<file path="src/ledpw_pkg.sv">
/*
 * Shared constants and types for the two-channel indicator LED PWM block.
 * Assumes a single 100 MHz clock and an APB register interface with 32-bit data.
 */
package ledpw_pkg;

  // Clock and timing
  localparam int          CLK_HZ         = 100_000_000;
  localparam int          SLOTS_PER_PER  = 32;
  localparam int          RAMP_STEP_HZ   = 64;
  localparam int          RATE_256_MHZ   = 256_000;
  localparam int          RATE_8_MHZ     = 8_000;
  localparam int          RATE_1_MHZ     = 1_000;
  localparam int          RATE_HALF_MHZ  = 500;
  localparam int          SLOT_CYC_256   = int'((64'(CLK_HZ) * 64'd1000) /
                                                (64'(RATE_256_MHZ) * 64'(SLOTS_PER_PER)));
  localparam int          SLOT_CYC_8     = int'((64'(CLK_HZ) * 64'd1000) /
                                                (64'(RATE_8_MHZ) * 64'(SLOTS_PER_PER)));
  localparam int          SLOT_CYC_1     = int'((64'(CLK_HZ) * 64'd1000) /
                                                (64'(RATE_1_MHZ) * 64'(SLOTS_PER_PER)));
  localparam int          SLOT_CYC_HALF  = int'((64'(CLK_HZ) * 64'd1000) /
                                                (64'(RATE_HALF_MHZ) * 64'(SLOTS_PER_PER)));
  localparam int          RAMP_TICK_CYC  = CLK_HZ / RAMP_STEP_HZ;

  // Register offsets (byte addresses)
  localparam logic [7:0]  OFS_CTRL       = 8'h00;
  localparam logic [7:0]  OFS_RED_CFG    = 8'h04;
  localparam logic [7:0]  OFS_GREEN_CFG  = 8'h08;
  localparam logic [7:0]  OFS_STATUS     = 8'h0C;

  // CTRL fields
  localparam int          CTRL_OVR_BIT   = 0;
  localparam int          CTRL_RED_EN    = 1;
  localparam int          CTRL_GRN_EN    = 2;

  // Channel config fields
  localparam int          CFG_DUTY_LSB   = 0;
  localparam int          CFG_LEVEL_LSB  = 6;
  localparam int          CFG_REP_LSB    = 8;
  localparam int          CFG_RAMP_BIT   = 10;

  // STATUS fields
  localparam int          ST_RED_EFF_LSB = 0;
  localparam int          ST_GRN_EFF_LSB = 8;
  localparam int          ST_THERMAL_BIT = 16;
  localparam int          ST_RED_ON_BIT  = 17;
  localparam int          ST_GRN_ON_BIT  = 18;

  // Duty encoding
  localparam logic [5:0]  DUTY_OFF       = 6'h00;
  localparam logic [5:0]  DUTY_FULL      = 6'h20;

  // Current level codes: 3.5, 7.0, 10, 12 mA
  typedef enum logic [1:0] {
    LEVEL_3MA5  = 2'b00,
    LEVEL_7MA   = 2'b01,
    LEVEL_10MA  = 2'b10,
    LEVEL_12MA  = 2'b11
  } ledpw_level_t;

  localparam ledpw_level_t LEVEL_RST     = LEVEL_7MA;

  // Repetition rates
  typedef enum logic [1:0] {
    REP_256HZ   = 2'b00,
    REP_8HZ     = 2'b01,
    REP_1HZ     = 2'b10,
    REP_HALFHZ  = 2'b11
  } ledpw_rep_t;

  localparam ledpw_rep_t REP_RST         = REP_256HZ;

  // Per-channel PWM state
  typedef struct packed {
    logic [22:0] slot_cnt;
    logic [4:0]  slot_idx;
    logic        on;
  } ledpw_pwm_st_t;

  // Top-level state; index 0 is red, index 1 is green
  typedef struct packed {
    logic                    override;
    logic [1:0]              en;
    logic [1:0][5:0]         duty;
    ledpw_level_t [1:0]      level;
    ledpw_rep_t [1:0]        rep;
    logic [1:0]              ramp;
    logic [1:0][5:0]         eff;
    logic [20:0]             tick_cnt;
    logic [2:0]              thermal_sy;
    logic                    thermal_hot;
    logic [1:0]              led_on;
    logic                    pready;
    logic                    pslverr;
    logic [31:0]             prdata;
  } ledpw_top_st_t;

endpackage

</file>
<file path="src/ledpw_pwm_chan.sv">
/*
 * One PWM channel: divides each period into 32 slots and drives the output
 * for the first n slots. Assumes the effective duty is 0..32 from the top.
 */
module ledpw_pwm_chan #(
  parameter int SLOT_256  = ledpw_pkg::SLOT_CYC_256,
  parameter int SLOT_8    = ledpw_pkg::SLOT_CYC_8,
  parameter int SLOT_1    = ledpw_pkg::SLOT_CYC_1,
  parameter int SLOT_HALF = ledpw_pkg::SLOT_CYC_HALF
) (
  input  wire logic                  pclk,
  input  wire logic                  presetn,
  input  wire ledpw_pkg::ledpw_rep_t rep_sel,
  input  wire logic [5:0]            duty_eff,
  output logic                       pwm_on
);

  ledpw_pkg::ledpw_pwm_st_t st_ff;
  ledpw_pkg::ledpw_pwm_st_t nxt_st;
  logic [22:0]              slot_len;

  // Slot length from repetition rate
  always_comb begin
    case (rep_sel)
      ledpw_pkg::REP_256HZ:  slot_len = 23'(SLOT_256);
      ledpw_pkg::REP_8HZ:    slot_len = 23'(SLOT_8);
      ledpw_pkg::REP_1HZ:    slot_len = 23'(SLOT_1);
      ledpw_pkg::REP_HALFHZ: slot_len = 23'(SLOT_HALF);
      default:               slot_len = 23'(SLOT_256);
    endcase
  end

  always_comb begin
    nxt_st = st_ff;
    // 32 slots per period; active for the first n slots
    if (st_ff.slot_cnt >= slot_len - 23'h00_0001) begin
      nxt_st.slot_cnt = 23'h00_0000;
      nxt_st.slot_idx = st_ff.slot_idx + 5'h01;
    end else begin
      nxt_st.slot_cnt = st_ff.slot_cnt + 23'h00_0001;
    end
    nxt_st.on = ({1'b0, st_ff.slot_idx} < duty_eff);
  end

  always_ff @(posedge pclk or negedge presetn) begin
    if (!presetn) begin
      st_ff <= '0;
    end else begin
      st_ff <= nxt_st;
    end
  end

  assign pwm_on = st_ff.on;

endmodule

</file>
<file path="src/ledpw_top.sv">
/*
 * Two-channel indicator LED controller: APB registers, thermal gate input
 * synchroniser, duty ramping and per-channel PWM with blink rates.
 * Assumes a 100 MHz pclk, an APB master, and analog current sinks that
 * take the on signal and the current level code.
 */
// Operation
// - Light a channel only with its enable, override, thermal gate clear and nonzero duty.
// - Red and green are independent channels with their own level, duty, ramp and rate.
// - The 2-bit level selects 3.5, 7.0 (reset), 10 or 12 mA sink current.
// - Duty n gives n/32 on time; any value with the top bit set is continuously on.
// - Ramping applies only with the ramp bit set and the 256 Hz rate selected.
// - While ramping, effective duty steps 1/32 every 1/64 s until it reaches the target.
// - Each duty change restarts the ramp from the present effective duty.
// - With ramping off a new duty takes effect at once.
// - The 2-bit rate field gives 256, 8, 1 or 1/2 Hz periods; slow rates blink.
module ledpw_top #(
  parameter int SLOT_256  = ledpw_pkg::SLOT_CYC_256,
  parameter int SLOT_8    = ledpw_pkg::SLOT_CYC_8,
  parameter int SLOT_1    = ledpw_pkg::SLOT_CYC_1,
  parameter int SLOT_HALF = ledpw_pkg::SLOT_CYC_HALF,
  parameter int RAMP_TICK = ledpw_pkg::RAMP_TICK_CYC
) (
  input  wire logic                    pclk,
  input  wire logic                    presetn,
  input  wire logic                    psel,
  input  wire logic                    penable,
  input  wire logic                    pwrite,
  input  wire logic [7:0]              paddr,
  input  wire logic [31:0]             pwdata,
  output logic [31:0]                  prdata,
  output logic                         pready,
  output logic                         pslverr,
  input  wire logic                    thermal_gate,
  output logic                         red_led_output,
  output logic                         green_led_output,
  output ledpw_pkg::ledpw_level_t      red_current_level,
  output ledpw_pkg::ledpw_level_t      green_current_level
);

  ledpw_pkg::ledpw_top_st_t st_ff;
  ledpw_pkg::ledpw_top_st_t nxt_st;
  logic [1:0]               pwm_on;
  logic                     acc_first;
  logic                     acc_done;
  logic                     ramp_tick;
  logic [1:0][5:0]          target;
  logic [1:0]               ramp_act;
  logic [31:0]              rd_word;
  logic                     mapped;

  // One PWM engine per channel
  for (genvar ch = 0; ch < 2; ch++) begin : g_chan
    ledpw_pwm_chan #(
      .SLOT_256  (SLOT_256),
      .SLOT_8    (SLOT_8),
      .SLOT_1    (SLOT_1),
      .SLOT_HALF (SLOT_HALF)
    ) ledpw_pwm_chan_inst (
      .pclk     (pclk),
      .presetn  (presetn),
      .rep_sel  (st_ff.rep[ch]),
      .duty_eff (st_ff.eff[ch]),
      .pwm_on   (pwm_on[ch])
    );
  end

  // Read mux and address decode
  always_comb begin
    rd_word = 32'h0000_0000;
    mapped  = 1'b1;
    case (paddr)
      ledpw_pkg::OFS_CTRL: begin
        rd_word[ledpw_pkg::CTRL_OVR_BIT] = st_ff.override;
        rd_word[ledpw_pkg::CTRL_RED_EN]  = st_ff.en[0];
        rd_word[ledpw_pkg::CTRL_GRN_EN]  = st_ff.en[1];
      end
      ledpw_pkg::OFS_RED_CFG: begin
        rd_word[ledpw_pkg::CFG_DUTY_LSB +: 6]  = st_ff.duty[0];
        rd_word[ledpw_pkg::CFG_LEVEL_LSB +: 2] = st_ff.level[0];
        rd_word[ledpw_pkg::CFG_REP_LSB +: 2]   = st_ff.rep[0];
        rd_word[ledpw_pkg::CFG_RAMP_BIT]       = st_ff.ramp[0];
      end
      ledpw_pkg::OFS_GREEN_CFG: begin
        rd_word[ledpw_pkg::CFG_DUTY_LSB +: 6]  = st_ff.duty[1];
        rd_word[ledpw_pkg::CFG_LEVEL_LSB +: 2] = st_ff.level[1];
        rd_word[ledpw_pkg::CFG_REP_LSB +: 2]   = st_ff.rep[1];
        rd_word[ledpw_pkg::CFG_RAMP_BIT]       = st_ff.ramp[1];
      end
      ledpw_pkg::OFS_STATUS: begin
        rd_word[ledpw_pkg::ST_RED_EFF_LSB +: 6] = st_ff.eff[0];
        rd_word[ledpw_pkg::ST_GRN_EFF_LSB +: 6] = st_ff.eff[1];
        rd_word[ledpw_pkg::ST_THERMAL_BIT]      = st_ff.thermal_hot;
        rd_word[ledpw_pkg::ST_RED_ON_BIT]       = st_ff.led_on[0];
        rd_word[ledpw_pkg::ST_GRN_ON_BIT]       = st_ff.led_on[1];
      end
      default: begin
        mapped = 1'b0;
      end
    endcase
  end

  always_comb begin
    nxt_st    = st_ff;
    acc_first = psel & penable & ~st_ff.pready;
    acc_done  = psel & penable & st_ff.pready;

    // Thermal gate input: three stages, accept once second and third agree
    nxt_st.thermal_sy = {st_ff.thermal_sy[1:0], thermal_gate};
    if (st_ff.thermal_sy[1] == st_ff.thermal_sy[2]) begin
      nxt_st.thermal_hot = st_ff.thermal_sy[2];
    end

    // APB: one wait cycle, answer registered
    nxt_st.pready  = acc_first;
    nxt_st.pslverr = acc_first & ~mapped;
    nxt_st.prdata  = (acc_first & ~pwrite & mapped) ? rd_word : 32'h0000_0000;

    if (acc_done & pwrite) begin
      case (paddr)
        ledpw_pkg::OFS_CTRL: begin
          nxt_st.override = pwdata[ledpw_pkg::CTRL_OVR_BIT];
          nxt_st.en[0]    = pwdata[ledpw_pkg::CTRL_RED_EN];
          nxt_st.en[1]    = pwdata[ledpw_pkg::CTRL_GRN_EN];
        end
        ledpw_pkg::OFS_RED_CFG: begin
          nxt_st.duty[0]  = pwdata[ledpw_pkg::CFG_DUTY_LSB +: 6];
          nxt_st.level[0] = ledpw_pkg::ledpw_level_t'(pwdata[ledpw_pkg::CFG_LEVEL_LSB +: 2]);
          nxt_st.rep[0]   = ledpw_pkg::ledpw_rep_t'(pwdata[ledpw_pkg::CFG_REP_LSB +: 2]);
          nxt_st.ramp[0]  = pwdata[ledpw_pkg::CFG_RAMP_BIT];
        end
        ledpw_pkg::OFS_GREEN_CFG: begin
          nxt_st.duty[1]  = pwdata[ledpw_pkg::CFG_DUTY_LSB +: 6];
          nxt_st.level[1] = ledpw_pkg::ledpw_level_t'(pwdata[ledpw_pkg::CFG_LEVEL_LSB +: 2]);
          nxt_st.rep[1]   = ledpw_pkg::ledpw_rep_t'(pwdata[ledpw_pkg::CFG_REP_LSB +: 2]);
          nxt_st.ramp[1]  = pwdata[ledpw_pkg::CFG_RAMP_BIT];
        end
        default: begin
        end
      endcase
    end

    // Ramp step timer, 1/64 s
    ramp_tick = (st_ff.tick_cnt >= 21'(RAMP_TICK - 1));
    nxt_st.tick_cnt = ramp_tick ? 21'h00_0000 : st_ff.tick_cnt + 21'h00_0001;

    for (int ch = 0; ch < 2; ch++) begin
      // Top bit set means full on
      target[ch]   = st_ff.duty[ch][5] ? ledpw_pkg::DUTY_FULL : st_ff.duty[ch];
      ramp_act[ch] = st_ff.ramp[ch] & (st_ff.rep[ch] == ledpw_pkg::REP_256HZ);
      if (!ramp_act[ch]) begin
        nxt_st.eff[ch] = target[ch];
      end else if (ramp_tick && st_ff.eff[ch] < target[ch]) begin
        nxt_st.eff[ch] = st_ff.eff[ch] + 6'h01;
      end else if (ramp_tick && st_ff.eff[ch] > target[ch]) begin
        nxt_st.eff[ch] = st_ff.eff[ch] - 6'h01;
      end

      // Output gating
      nxt_st.led_on[ch] = st_ff.en[ch] & st_ff.override & ~st_ff.thermal_hot &
                          (st_ff.eff[ch] != ledpw_pkg::DUTY_OFF) & pwm_on[ch];
    end
  end

  always_ff @(posedge pclk or negedge presetn) begin
    if (!presetn) begin
      st_ff          <= '0;
      st_ff.level[0] <= ledpw_pkg::LEVEL_RST;
      st_ff.level[1] <= ledpw_pkg::LEVEL_RST;
      st_ff.rep[0]   <= ledpw_pkg::REP_RST;
      st_ff.rep[1]   <= ledpw_pkg::REP_RST;
    end else begin
      st_ff <= nxt_st;
    end
  end

  assign prdata              = st_ff.prdata;
  assign pready              = st_ff.pready;
  assign pslverr             = st_ff.pslverr;
  assign red_led_output      = st_ff.led_on[0];
  assign green_led_output    = st_ff.led_on[1];
  assign red_current_level   = st_ff.level[0];
  assign green_current_level = st_ff.level[1];

endmodule

</file>
<file path="config.mk">
export PLATFORM = sky130hd
export DESIGN_NAME = ledpw_top
export DESIGN_NICKNAME = d
export VERILOG_FILES = /design/src/ledpw_pkg.sv /design/src/ledpw_pwm_chan.sv /design/src/ledpw_top.sv
export SDC_FILE = /design/constraint.sdc
export NUM_CORES = 1
export LEC_CHECK = 0
export ABC_AREA = 1
export BUFFER_PORTS_ARGS = -buffer_cell sky130_fd_sc_hd__buf_2
export CAP_MARGIN = 20
export CORE_MARGIN = 5
export CORE_UTILIZATION = 52
export CTS_CLUSTER_DIAMETER = 30
export CTS_CLUSTER_SIZE = 10
export DETAILED_ROUTE_END_ITERATION = 8
export PLACE_DENSITY = 0.79
export SKIP_LAST_GASP = 1
export SYNTH_ARGS = -nofsm -noshare
export SYNTH_HDL_FRONTEND = slang
export SYNTH_SLANG_ARGS = --single-unit
</file>
<file path="constraint.sdc">
create_clock -name pclk -period 5.3 [get_ports pclk]
set_input_delay 1.06 -clock pclk [delete_from_list [all_inputs] [get_ports pclk]]
set_output_delay 1.06 -clock pclk [all_outputs]
set_load 0.01 [all_outputs]
</file>
Yosys cells after proc, flatten, opt, wreduce, memory -nomap -nowiden
Index checks and enable logic that the tools add are counted.

storage, ports and cells
  output and inout port bits = 40
  input bits = 46
  register bits after elaboration = 143

operators by class
  mux-type cells = 21
  $lt $le $gt $ge = 9
  equality and inequality tests = 12
  bitwise gates (word level) = 21
  reduce and logical (&&, ||, !) cells = 13
  $add $sub $neg = 11

operator list
  kind                                                                  number
  23-bit one-hot mux with 4 select lines                                2
  6-bit 2-to-1 mux                                                      8
  23-bit by 1-bit adder with 23-bit output, second input constant       2
  23-bit >= comparator                                                  2
  23-bit 2-to-1 mux                                                     2
  23-bit by 1-bit subtractor with 23-bit output, second input constant  2
  21-bit by 1-bit adder with 21-bit output, second input constant       1
  21-bit >= comparator, second input constant                           1
  21-bit 2-to-1 mux                                                     1
  19-bit 2-to-1 mux                                                     1
  3-bit one-hot mux with 3 select lines                                 2
  1-bit AND                                                             17
  8-bit by 4-bit == test with 1-bit output, second input constant       2
  6-bit by 1-bit adder with 6-bit output, second input constant         2
  6-bit > comparator                                                    2
  5-bit by 6-bit less-than comparator with 1-bit output                 2
  6-bit less-than comparator                                            2
  3-bit one-hot mux with 4 select lines                                 1
  6-bit nonzero test                                                    2
  6-bit by 1-bit subtractor with 6-bit output, second input constant    2
  5-bit by 1-bit adder with 5-bit output, second input constant         2
  2-bit == test, second input constant                                  4
  8-bit by 3-bit == test with 1-bit output, second input constant       1
  8-bit logical NOT                                                     1
  other kinds (11)                                                      23

Longest topological paths before layout
Gate-level depths: netlist of the first run.

  depth after elaboration = 6
  mapped depth = 21
  mapped depth without buffers = 21

By module
From an unflattened synthesis of the first run, not the netlist that was laid out.

second synthesis, totals
  cell total of the unflattened synthesis = 1227
  area total of the unflattened synthesis = 9571.7 µm²

by module, submodules not included
  module                                           cells each  instances  area an instance (µm²)  sequential area each (µm²)
  ledpw_top                                        575         1          4737.0                  2079.5
  ledpw_pwm_chan at g_chan[0].ledpw_pwm_chan_inst  336         1          2472.4                  725.7
  ledpw_pwm_chan at g_chan[1].ledpw_pwm_chan_inst  316         1          2362.3                  725.7

Worst setup path before layout of the first run
No wires, ideal clock.

  path kind = flip-flop to flip-flop
  from = register st_ff[94] in the netlist's numbering
  to = register st_ff[71] in the netlist's numbering
  data required time = 5.216 ns
  arrival = 2.404 ns
  stages on the path, launching flop included = 19
  library setup time = 0.084 ns
  clock period less this slack = 2.488 ns
  slack = 2.812 ns
  path buffers = 0
  path through = dfrtp_1 -> inv_1 -> nand2_1 -> ha_1 -> a21oi_1 -> nor2_1 -> nor2_1 -> nand3_1 -> inv_1 -> nand2_1 -> fa_1 -> nand2_1 -> nand2_1 -> a21oi_1 -> xnor2_1 -> nand2_1 -> o21ai_0 -> nand2_1 -> o21ai_0

between the ends
  longest elaborated chain between the ends = 5

RTL lines
  element                     line              RTL
  from (decl)                 ledpw_top.sv:41   ledpw_pkg::ledpw_top_st_t st_ff;
  from (signal assigned)      ledpw_top.sv:173  st_ff <= nxt_st;
  6-bit 2-to-1 mux *          ledpw_top.sv:149  target[ch] = st_ff.duty[ch][5] ? ledpw_pkg::DUTY_FULL : st_ff.duty[ch];
  6-bit less-than comparator  ledpw_top.sv:153  end else if (ramp_tick && st_ff.eff[ch] < target[ch]) begin
  1-bit logical AND           ledpw_top.sv:153
  6-bit 2-to-1 mux            ledpw_top.sv:153
  6-bit 2-to-1 mux            ledpw_top.sv:151  if (!ramp_act[ch]) begin

Every way passes the cells marked *; elsewhere a longest branch is shown, timed or not.
A chain may end at the register's enable or synchronous reset.

==> results of run 1 <==
critical path: stages (launching register included):
cell      delay [ps]
dfrtp_1          450
inv_1            180
ha_1             350
nor2_1           200
nand3_1           90
nor3_1           180
ha_1             290
nand2_1          100
o21bai_1         110
a21oi_1           90
nor2_1           130
nor2_1            90
nor2_4           190
nand3_4          310
nor2_1           240
sequential cells by signal (all words and copies together), names as in the netlist:
register and cells:
green_led_output 1, pready 1, st_ff 56, g_chan.ledpw_pwm_chan_inst.pwm_on 2
red_led_output 1, red_current_level 2, g_chan.ledpw_pwm_chan_inst.st_ff 56, pslverr 1
prdata 17, nxt_st 2, green_current_level 2
path summary, 6_finish.rpt:
path,start,endpoint,cells after the start
min in group asynchronous,presetn,g_chan[1].ledpw_pwm_chan_inst.st_ff[19]$_DFF_PN0_,1
max reg2reg,st_ff[75]$_DFFE_PN0P_,g_chan[0].ledpw_pwm_chan_inst.st_ff[23]$_DFF_PN0_,14
max,st_ff[75]$_DFFE_PN0P_,g_chan[0].ledpw_pwm_chan_inst.st_ff[23]$_DFF_PN0_,14
min reg2reg,nxt_st[38]$_DFF_PN0_,nxt_st[39]$_DFF_PN0_,0
min,nxt_st[38]$_DFF_PN0_,nxt_st[39]$_DFF_PN0_,0
max in group asynchronous,presetn,st_ff[57]$_DFF_PN0_,2
layout make-up:
| cell class | count | area, sq um | area share |
|---|---|---|---|
| inverters | 131 | 491.7 | 0.04882 |
| well taps | 225 | 281.5 | 0.02795 |
| repair buffers | 51 | 286.5 | 0.02845 |
| flip-flops and latches | 141 | 3531 | 0.3506 |
| clock buffers | 19 | 452.9 | 0.04497 |
| clock inverters | 13 | 212.7 | 0.02112 |
| multi-input cells | 846 | 4816 | 0.4781 |
power by group:
part / internal (mW) / leakage (nW) / switching [mW]
sequential: 1.08 / 1.91 / 0.00359
combinational: 0.0209 / 2.84 / 0.0512
clock: 0.862 / 0.316 / 0.479
total: 1.96 / 5.07 / 0.534
Yosys cell counts (all sizes together), types with 6 or more instances:
cell,count
a21oi,38
inv,130
nand4,36
ha,91
buf,46
o22ai,6
nor2,167
a211oi,6
o21ai,59
xnor2,22
nand3,56
nand2,252
xor2,36
dfrtp,139
nor3,34
nor4,9
per-layer routing:
layer  track usage  routed length, microns  vias up
met2        0.3613                   10170      247
met4       0.06053                     360        2
met5             0                      13        -
li1              -                       -     3796
met3       0.04637                    1219       37
met1        0.2872                    9195     3575
cell families (layout without fill, tap and decap cells):
| logic type | count (synthesis) | count (layout) | synth area share |
|---|---|---|---|
| buffers and inverters | 180 | 214 | 0.09117 |
| other | 1 | 15 | 0.0004109 |
| XOR/XNOR | 58 | 58 | 0.05566 |
| flip-flops | 141 | 141 | 0.3869 |
| AO/OA/AOI/OAI | 120 | 120 | 0.07129 |
| adder cells (fa/ha/maj) | 94 | 94 | 0.1302 |
| AND/OR/NAND/NOR | 559 | 559 | 0.2643 |
stage by stage:
step | instances | hold WS, ps | util | setup WS [ps] | instance area [sq um]
6_report | 1426 | 359.0 | 0.5844 | 2189 | 10070
4_1_cts | 1425 | 362.2 | 0.5828 | 2173 | 10040
3_3_place_gp | 1393 | 337.7 | 0.5441 | 2288 | 9379
3_5_place_dp | 1393 | 349.0 | 0.5441 | 2223 | 9379
2_1_floorplan | 1167 | 331.2 | - | 2812 | 9179
5_1_grt | 1426 | 374.2 | 0.5844 | 1863 | 10070
==> impl_results.md, run 1 <==
* Post-layout min period at 3111 ps
* CTS tree: yes
* Hold Crit Class: flop to flop
* PortBufs at 49
* Starting Density at 0.5295
* Drc violations at 5
* Data required time at the worst endpoint at between 5000 and 6000 ps
* Failing checks: DRC
* CP Data Arrival Time at between 3000 and 4000 ps
* Pwr/cell area at approximately 250 mW/mm^2
* Detailed-route wire length per cell at 14.70 microns
* Synth async-reset ratio at 1.000
* Worst Max-Slew Pin Slew at 623.4 ps
* Nets@finish at 1327
* Share of layout cells above drive strength 1 at 0.08243
* Yosys Warn Count at 0
* Routed WL at approximately 21000 microns
* TritonCTS buffer count at 17
* DIE AREA at 0.02030 sq mm
* Deepest clock path buffer count at 2
* Global Route Usage Sum at 0.2170
* Most frequent cells in the layout: 250 x nand2_1, 164 x nor2_1, 139 x dfrtp_1
* Clock Latency Late Sink at 430 ps
* Critical path startpoint category: flop
* RSZ-0062 raised after global routing: no
* Layout area overhead at 10.37%
* Synth top area cells: dfrtp_1 38%, ha_1 12%, nand2_1 10%
* Status: finished with violations
* CTS sink cnt at between 100 and 150
* I/O Pins at 86
* First-pass DRT Iterations at 9
* Distinct cell type count after synthesis at 43
* CTS root buf: clkbuf_16
* Global-route wire length before repair at 35660 microns
* Hold buffers post-CTS at 0
* Vias in the first global route at 7426
* Max rail drop VDD at 242.9 uV
* Mapped cell area at 0.009126 sq mm
* Fillers at 1500
* Largest net degree at the start of global routing at 109
* Via density at 5.370
* Fin. Hold Viols at 0
* Ys flop type: dfrtp_1
* MaxCap Viol Count at 0
* Slew headroom at 0.5834
* Leak at approximately 5.1 nW
* Yosys reg bits at roughly 140
* Antenna-violating nets left at 0
* Global route overflow at 0
* Clk slew on worst S/H paths at 60 ps
* Top cell type by total area after synthesis: dfrtp_1
* Total power at 2.499 mW
* Die H at 142.5 microns
* HPWL Detailed at 15140 microns
* Final Wtd Congestion at 0.8999
* Final setup viols at 0
* Die W at about 140 microns
* Clock skew at 11.22 ps
* Most common cell after layout, fill and taps aside: nand2_1
* Setup repair bufs after CTS at 0
* Worst-path maximum fanout at 28
* # rows at 48
* Mean post-synth cell area at ~8 sq um
* Setup Crit Path Kind: flop to flop
* Post-cts sizing count at 0
* Post-synth EDFFs at 0
* TNS Setup at 0 ps
* Share of the synthesized area in the top cell type at 0.3811
* Setup crit end kind: flop
* CTS H-tree lvls at 4
* Pins Over Slew Limit at 0
* Vias at 7657
* Reg2reg setup slack at between 2000 and 2500 ps
* Core region area at 0.01724 sq mm
* Initial DRC count at ~570
* Synthesized netlist cell count at 1153
* Antenna cells at 0
* Register area share after synthesis at 0.3869
* Initial antenna violation count at 1
* Achievable Freq at 321.5 MHz
* Fin crit share at 0.5870
(Power assumes the default switching activity.)
==> run 2: changes to the inputs <==
==> constraint.sdc (replaced) <==
create_clock -name pclk -period 3.2 [get_ports pclk]
set_input_delay 0.64 -clock pclk [delete_from_list [all_inputs] [get_ports pclk]]
set_output_delay 0.64 -clock pclk [all_outputs]
set_load 0.01 [all_outputs]
==> run 2 against run 1 <==
The run now ends clean. Register-to-register slack worse by 2000 ps. Core utilization grew 0.17 points. Cell count rose by 0.49%. Critical endpoint is now g_chan[0].ledpw_pwm_chan_inst.st_ff[4]$_DFFE_PN0P_. Routed wire length down 0.40%. Worst setup slack got worse by 2000 ps. Power grew 62%. Highest routed layer is now met4.
==> impl_results.md, run 2 (synthesized netlist as in run 1, its figures left out) <==
* CTS H-tree lvls at 4 (unchanged)
* Share of layout cells above drive strength 1 at 0.08775 (was 0.08243)
* Most frequent cells in the layout: 250 x nand2_1, 164 x nor2_1, 139 x dfrtp_1 (unchanged)
* Internal power contribution at 3.186 mW (was 1.965 mW)
* Routed WL at 20870 microns (was 20960 microns)
* Total power at 4.036 mW (was 2.499 mW)
* Sequential Power Share at 0.445 (was 0.434)
* Max rail drop VDD at 384.4 uV (was 242.9 uV)
* Vias at 7647 (was 7657)
* DIE AREA at 0.02030 sq mm (unchanged)
* TritonCTS buffer count at 17 (unchanged)
* Clk slew on worst S/H paths at 60 ps (about the same)
* Nets@finish at 1335 (was 1327)
* Hold Crit Class: primary input to asynchronous set/reset pin (was flop to flop)
* P_sw at 0.8507 mW (was 0.5342 mW)
* Data required time at the worst endpoint at 3520 ps (was 5650 ps)
* Status: finished, final reports clean (was finished with violations)
* Antenna-violating nets left at 0 (unchanged)
* Starting Density at 0.5295 (unchanged)
* Sw Ratio at 0.2108 (was 0.2138)
* Setup repair bufs after CTS at 0 (unchanged)
* Final Core Density at 0.5861 (was 0.5844)
* Hold buffers post-CTS at 0 (unchanged)
* Largest net degree at the start of global routing at 67 (was 109)
* Combinational power share at 0.030 (was 0.029)
* Post-cts sizing count at 0 (unchanged)
* Pwr/cell area at 399.5 mW/mm^2 (was 248.1 mW/mm^2)
* Most common cell after layout, fill and taps aside: nand2_1 (unchanged)
* Antenna cells at 0 (unchanged)
* CTS sink cnt at 141 (unchanged)
* Worst-path maximum fanout at 14 (was 28)
* First-pass DRT Iterations at 5 (was 9)
* Clock power share at 0.525 (was 0.537)
* Global Route Usage Sum at 0.2123 (was 0.2170)
* Global route overflow at 0 (unchanged)
* Final Wtd Congestion at 0.9194 (was 0.8999)
* CTS root buf: clkbuf_16 (unchanged)
* RSZ-0062 raised after global routing: yes (was no)
* Drc violations at 0 (was 5)
* # rows at 48 (unchanged)
* Post-layout min period at 3031 ps (was 3111 ps)
* Slew headroom at 0.5804 (was 0.5834)
* Setup crit start: st_ff[75]$_DFFE_PN0P_ (unchanged)
* Design Area, Final at 0.01010 sq mm (was 0.01007 sq mm)
* CTS tree: yes (unchanged)
* Via density at 5.336 (was 5.370)
* MaxCap Viol Count at 0 (unchanged)
* Die H at 142.5 microns (unchanged)
* Setup Crit Path Kind: flop to flop (unchanged)
* Fin crit share at 0.9473 (was 0.5870)
* Placed Area at 0.009452 sq mm (was 0.009379 sq mm)
* Die W at 142.5 microns (unchanged)
* Worst Max-Slew Pin Slew at 627.9 ps (was 623.4 ps)
* PortBufs at 49 (unchanged)
* Worst reg2reg path depth at 15 (was 14)
* Clock Latency Late Sink at 430 ps (about the same)
* Pins Over Slew Limit at 0 (unchanged)
* Initial DRC count at 545 (was 565)
* Fillers at 1517 (was 1500)
* Detailed-route wire length per cell at 14.57 microns (was 14.70 microns)
* Initial antenna violation count at 0 (was 1)
* Fin. Hold Viols at 0 (unchanged)
* Place WS at 149.6 ps (was 2223 ps)
* DP Cell Count at 1401 (was 1393)
* Setup crit end kind: flop (unchanged)
* HPWL Detailed at 15420 microns (was 15140 microns)
* Core region area at 0.01724 sq mm (unchanged)
* TNS Setup at 0 ps (unchanged)
* CP Data Arrival Time at 3350 ps (was 3460 ps)
* Hold WS at 180.3 ps (was 359.0 ps)
* Critical path startpoint category: flop (unchanged)
* Final setup viols at 0 (unchanged)
* Deepest clock path buffer count at 2 (unchanged)
* I/O Pins at 86 (unchanged)
* Vias in the first global route at 7296 (was 7426)
* Launching point of the worst reg2reg path: st_ff[75]$_DFFE_PN0P_ (unchanged)
* Achievable Freq at 329.9 MHz (was 321.5 MHz)
* Finished Layout Cells at 1433 (was 1426)
* Post-route worst setup slack at 168.6 ps (was 2189 ps)
* Clock skew at 10.01 ps (was 11.22 ps)
* Global-route wire length before repair at 34830 microns (was 35660 microns)
* Leak at 5.105 nW (was 5.068 nW)
* Layout area overhead at 10.69% (was 10.37%)
run 2: worst paths after layout:
kind / slack [ps] / end
hold reg to reg: 350 / nxt_st[39]$_DFF_PN0_
min in group pclk: 320 / nxt_st[38]$_DFF_PN0_
max in group asynchronous: 2240 / prdata[12]$_DFF_PN0_
setup reg to reg: 170 / g_chan[0].ledpw_pwm_chan_inst.st_ff[4]$_DFFE_PN0P_
hold / removal: 180 / g_chan[1].ledpw_pwm_chan_inst.st_ff[15]$_DFF_PN0_
setup / recovery: 170 / g_chan[0].ledpw_pwm_chan_inst.st_ff[4]$_DFFE_PN0P_
run 2: layout make-up:
| class | instances | area, sq um | share of cell area |
|---|---|---|---|
| inverters | 131 | 491.7 | 0.04867 |
| flip-flops and latches | 141 | 3531 | 0.3495 |
| multi-input cells | 847 | 4833 | 0.4784 |
| clock buffers | 21 | 470.5 | 0.04657 |
| clock inverters | 10 | 162.7 | 0.01610 |
| repair buffers | 58 | 331.6 | 0.03282 |
| well taps | 225 | 281.5 | 0.02787 |
run 2: power groups by stage:
stage / Sequential, mW / Combinational (mW) / Clock (mW)
after CTS: 1.80 / 0.122 / 2.15
final: 1.80 / 0.120 / 2.12
after global placement: 1.83 / 0.118 / 0
after floorplan: 1.83 / 0.0608 / 0
after global routing: 1.80 / 0.138 / 2.22
after detailed placement: 1.83 / 0.121 / 0
run 2: metal layers:
metal / up-vias / GRT usage / share of wire
li1: 3808 / - / -
met1: 3616 / 0.2806 / 0.45
met2: 192 / 0.3494 / 0.48
met3: 31 / 0.04200 / 0.057
met4: 0 / 0.07404 / 0.017
met5: - / 0 / 0
run 2: worst max-delay path, cell delays in order, from the launching register on:
cell	delay, ps
dfrtp_1	460
inv_1	190
ha_1	340
nor2_1	180
nand3_1	90
nor3_1	170
ha_1	290
nand2_1	90
o21bai_1	110
a21oi_1	90
nor2_1	130
nor2_1	90
nor2_4	260
nand3_4	230
nand2_1	140
nand2_1	60
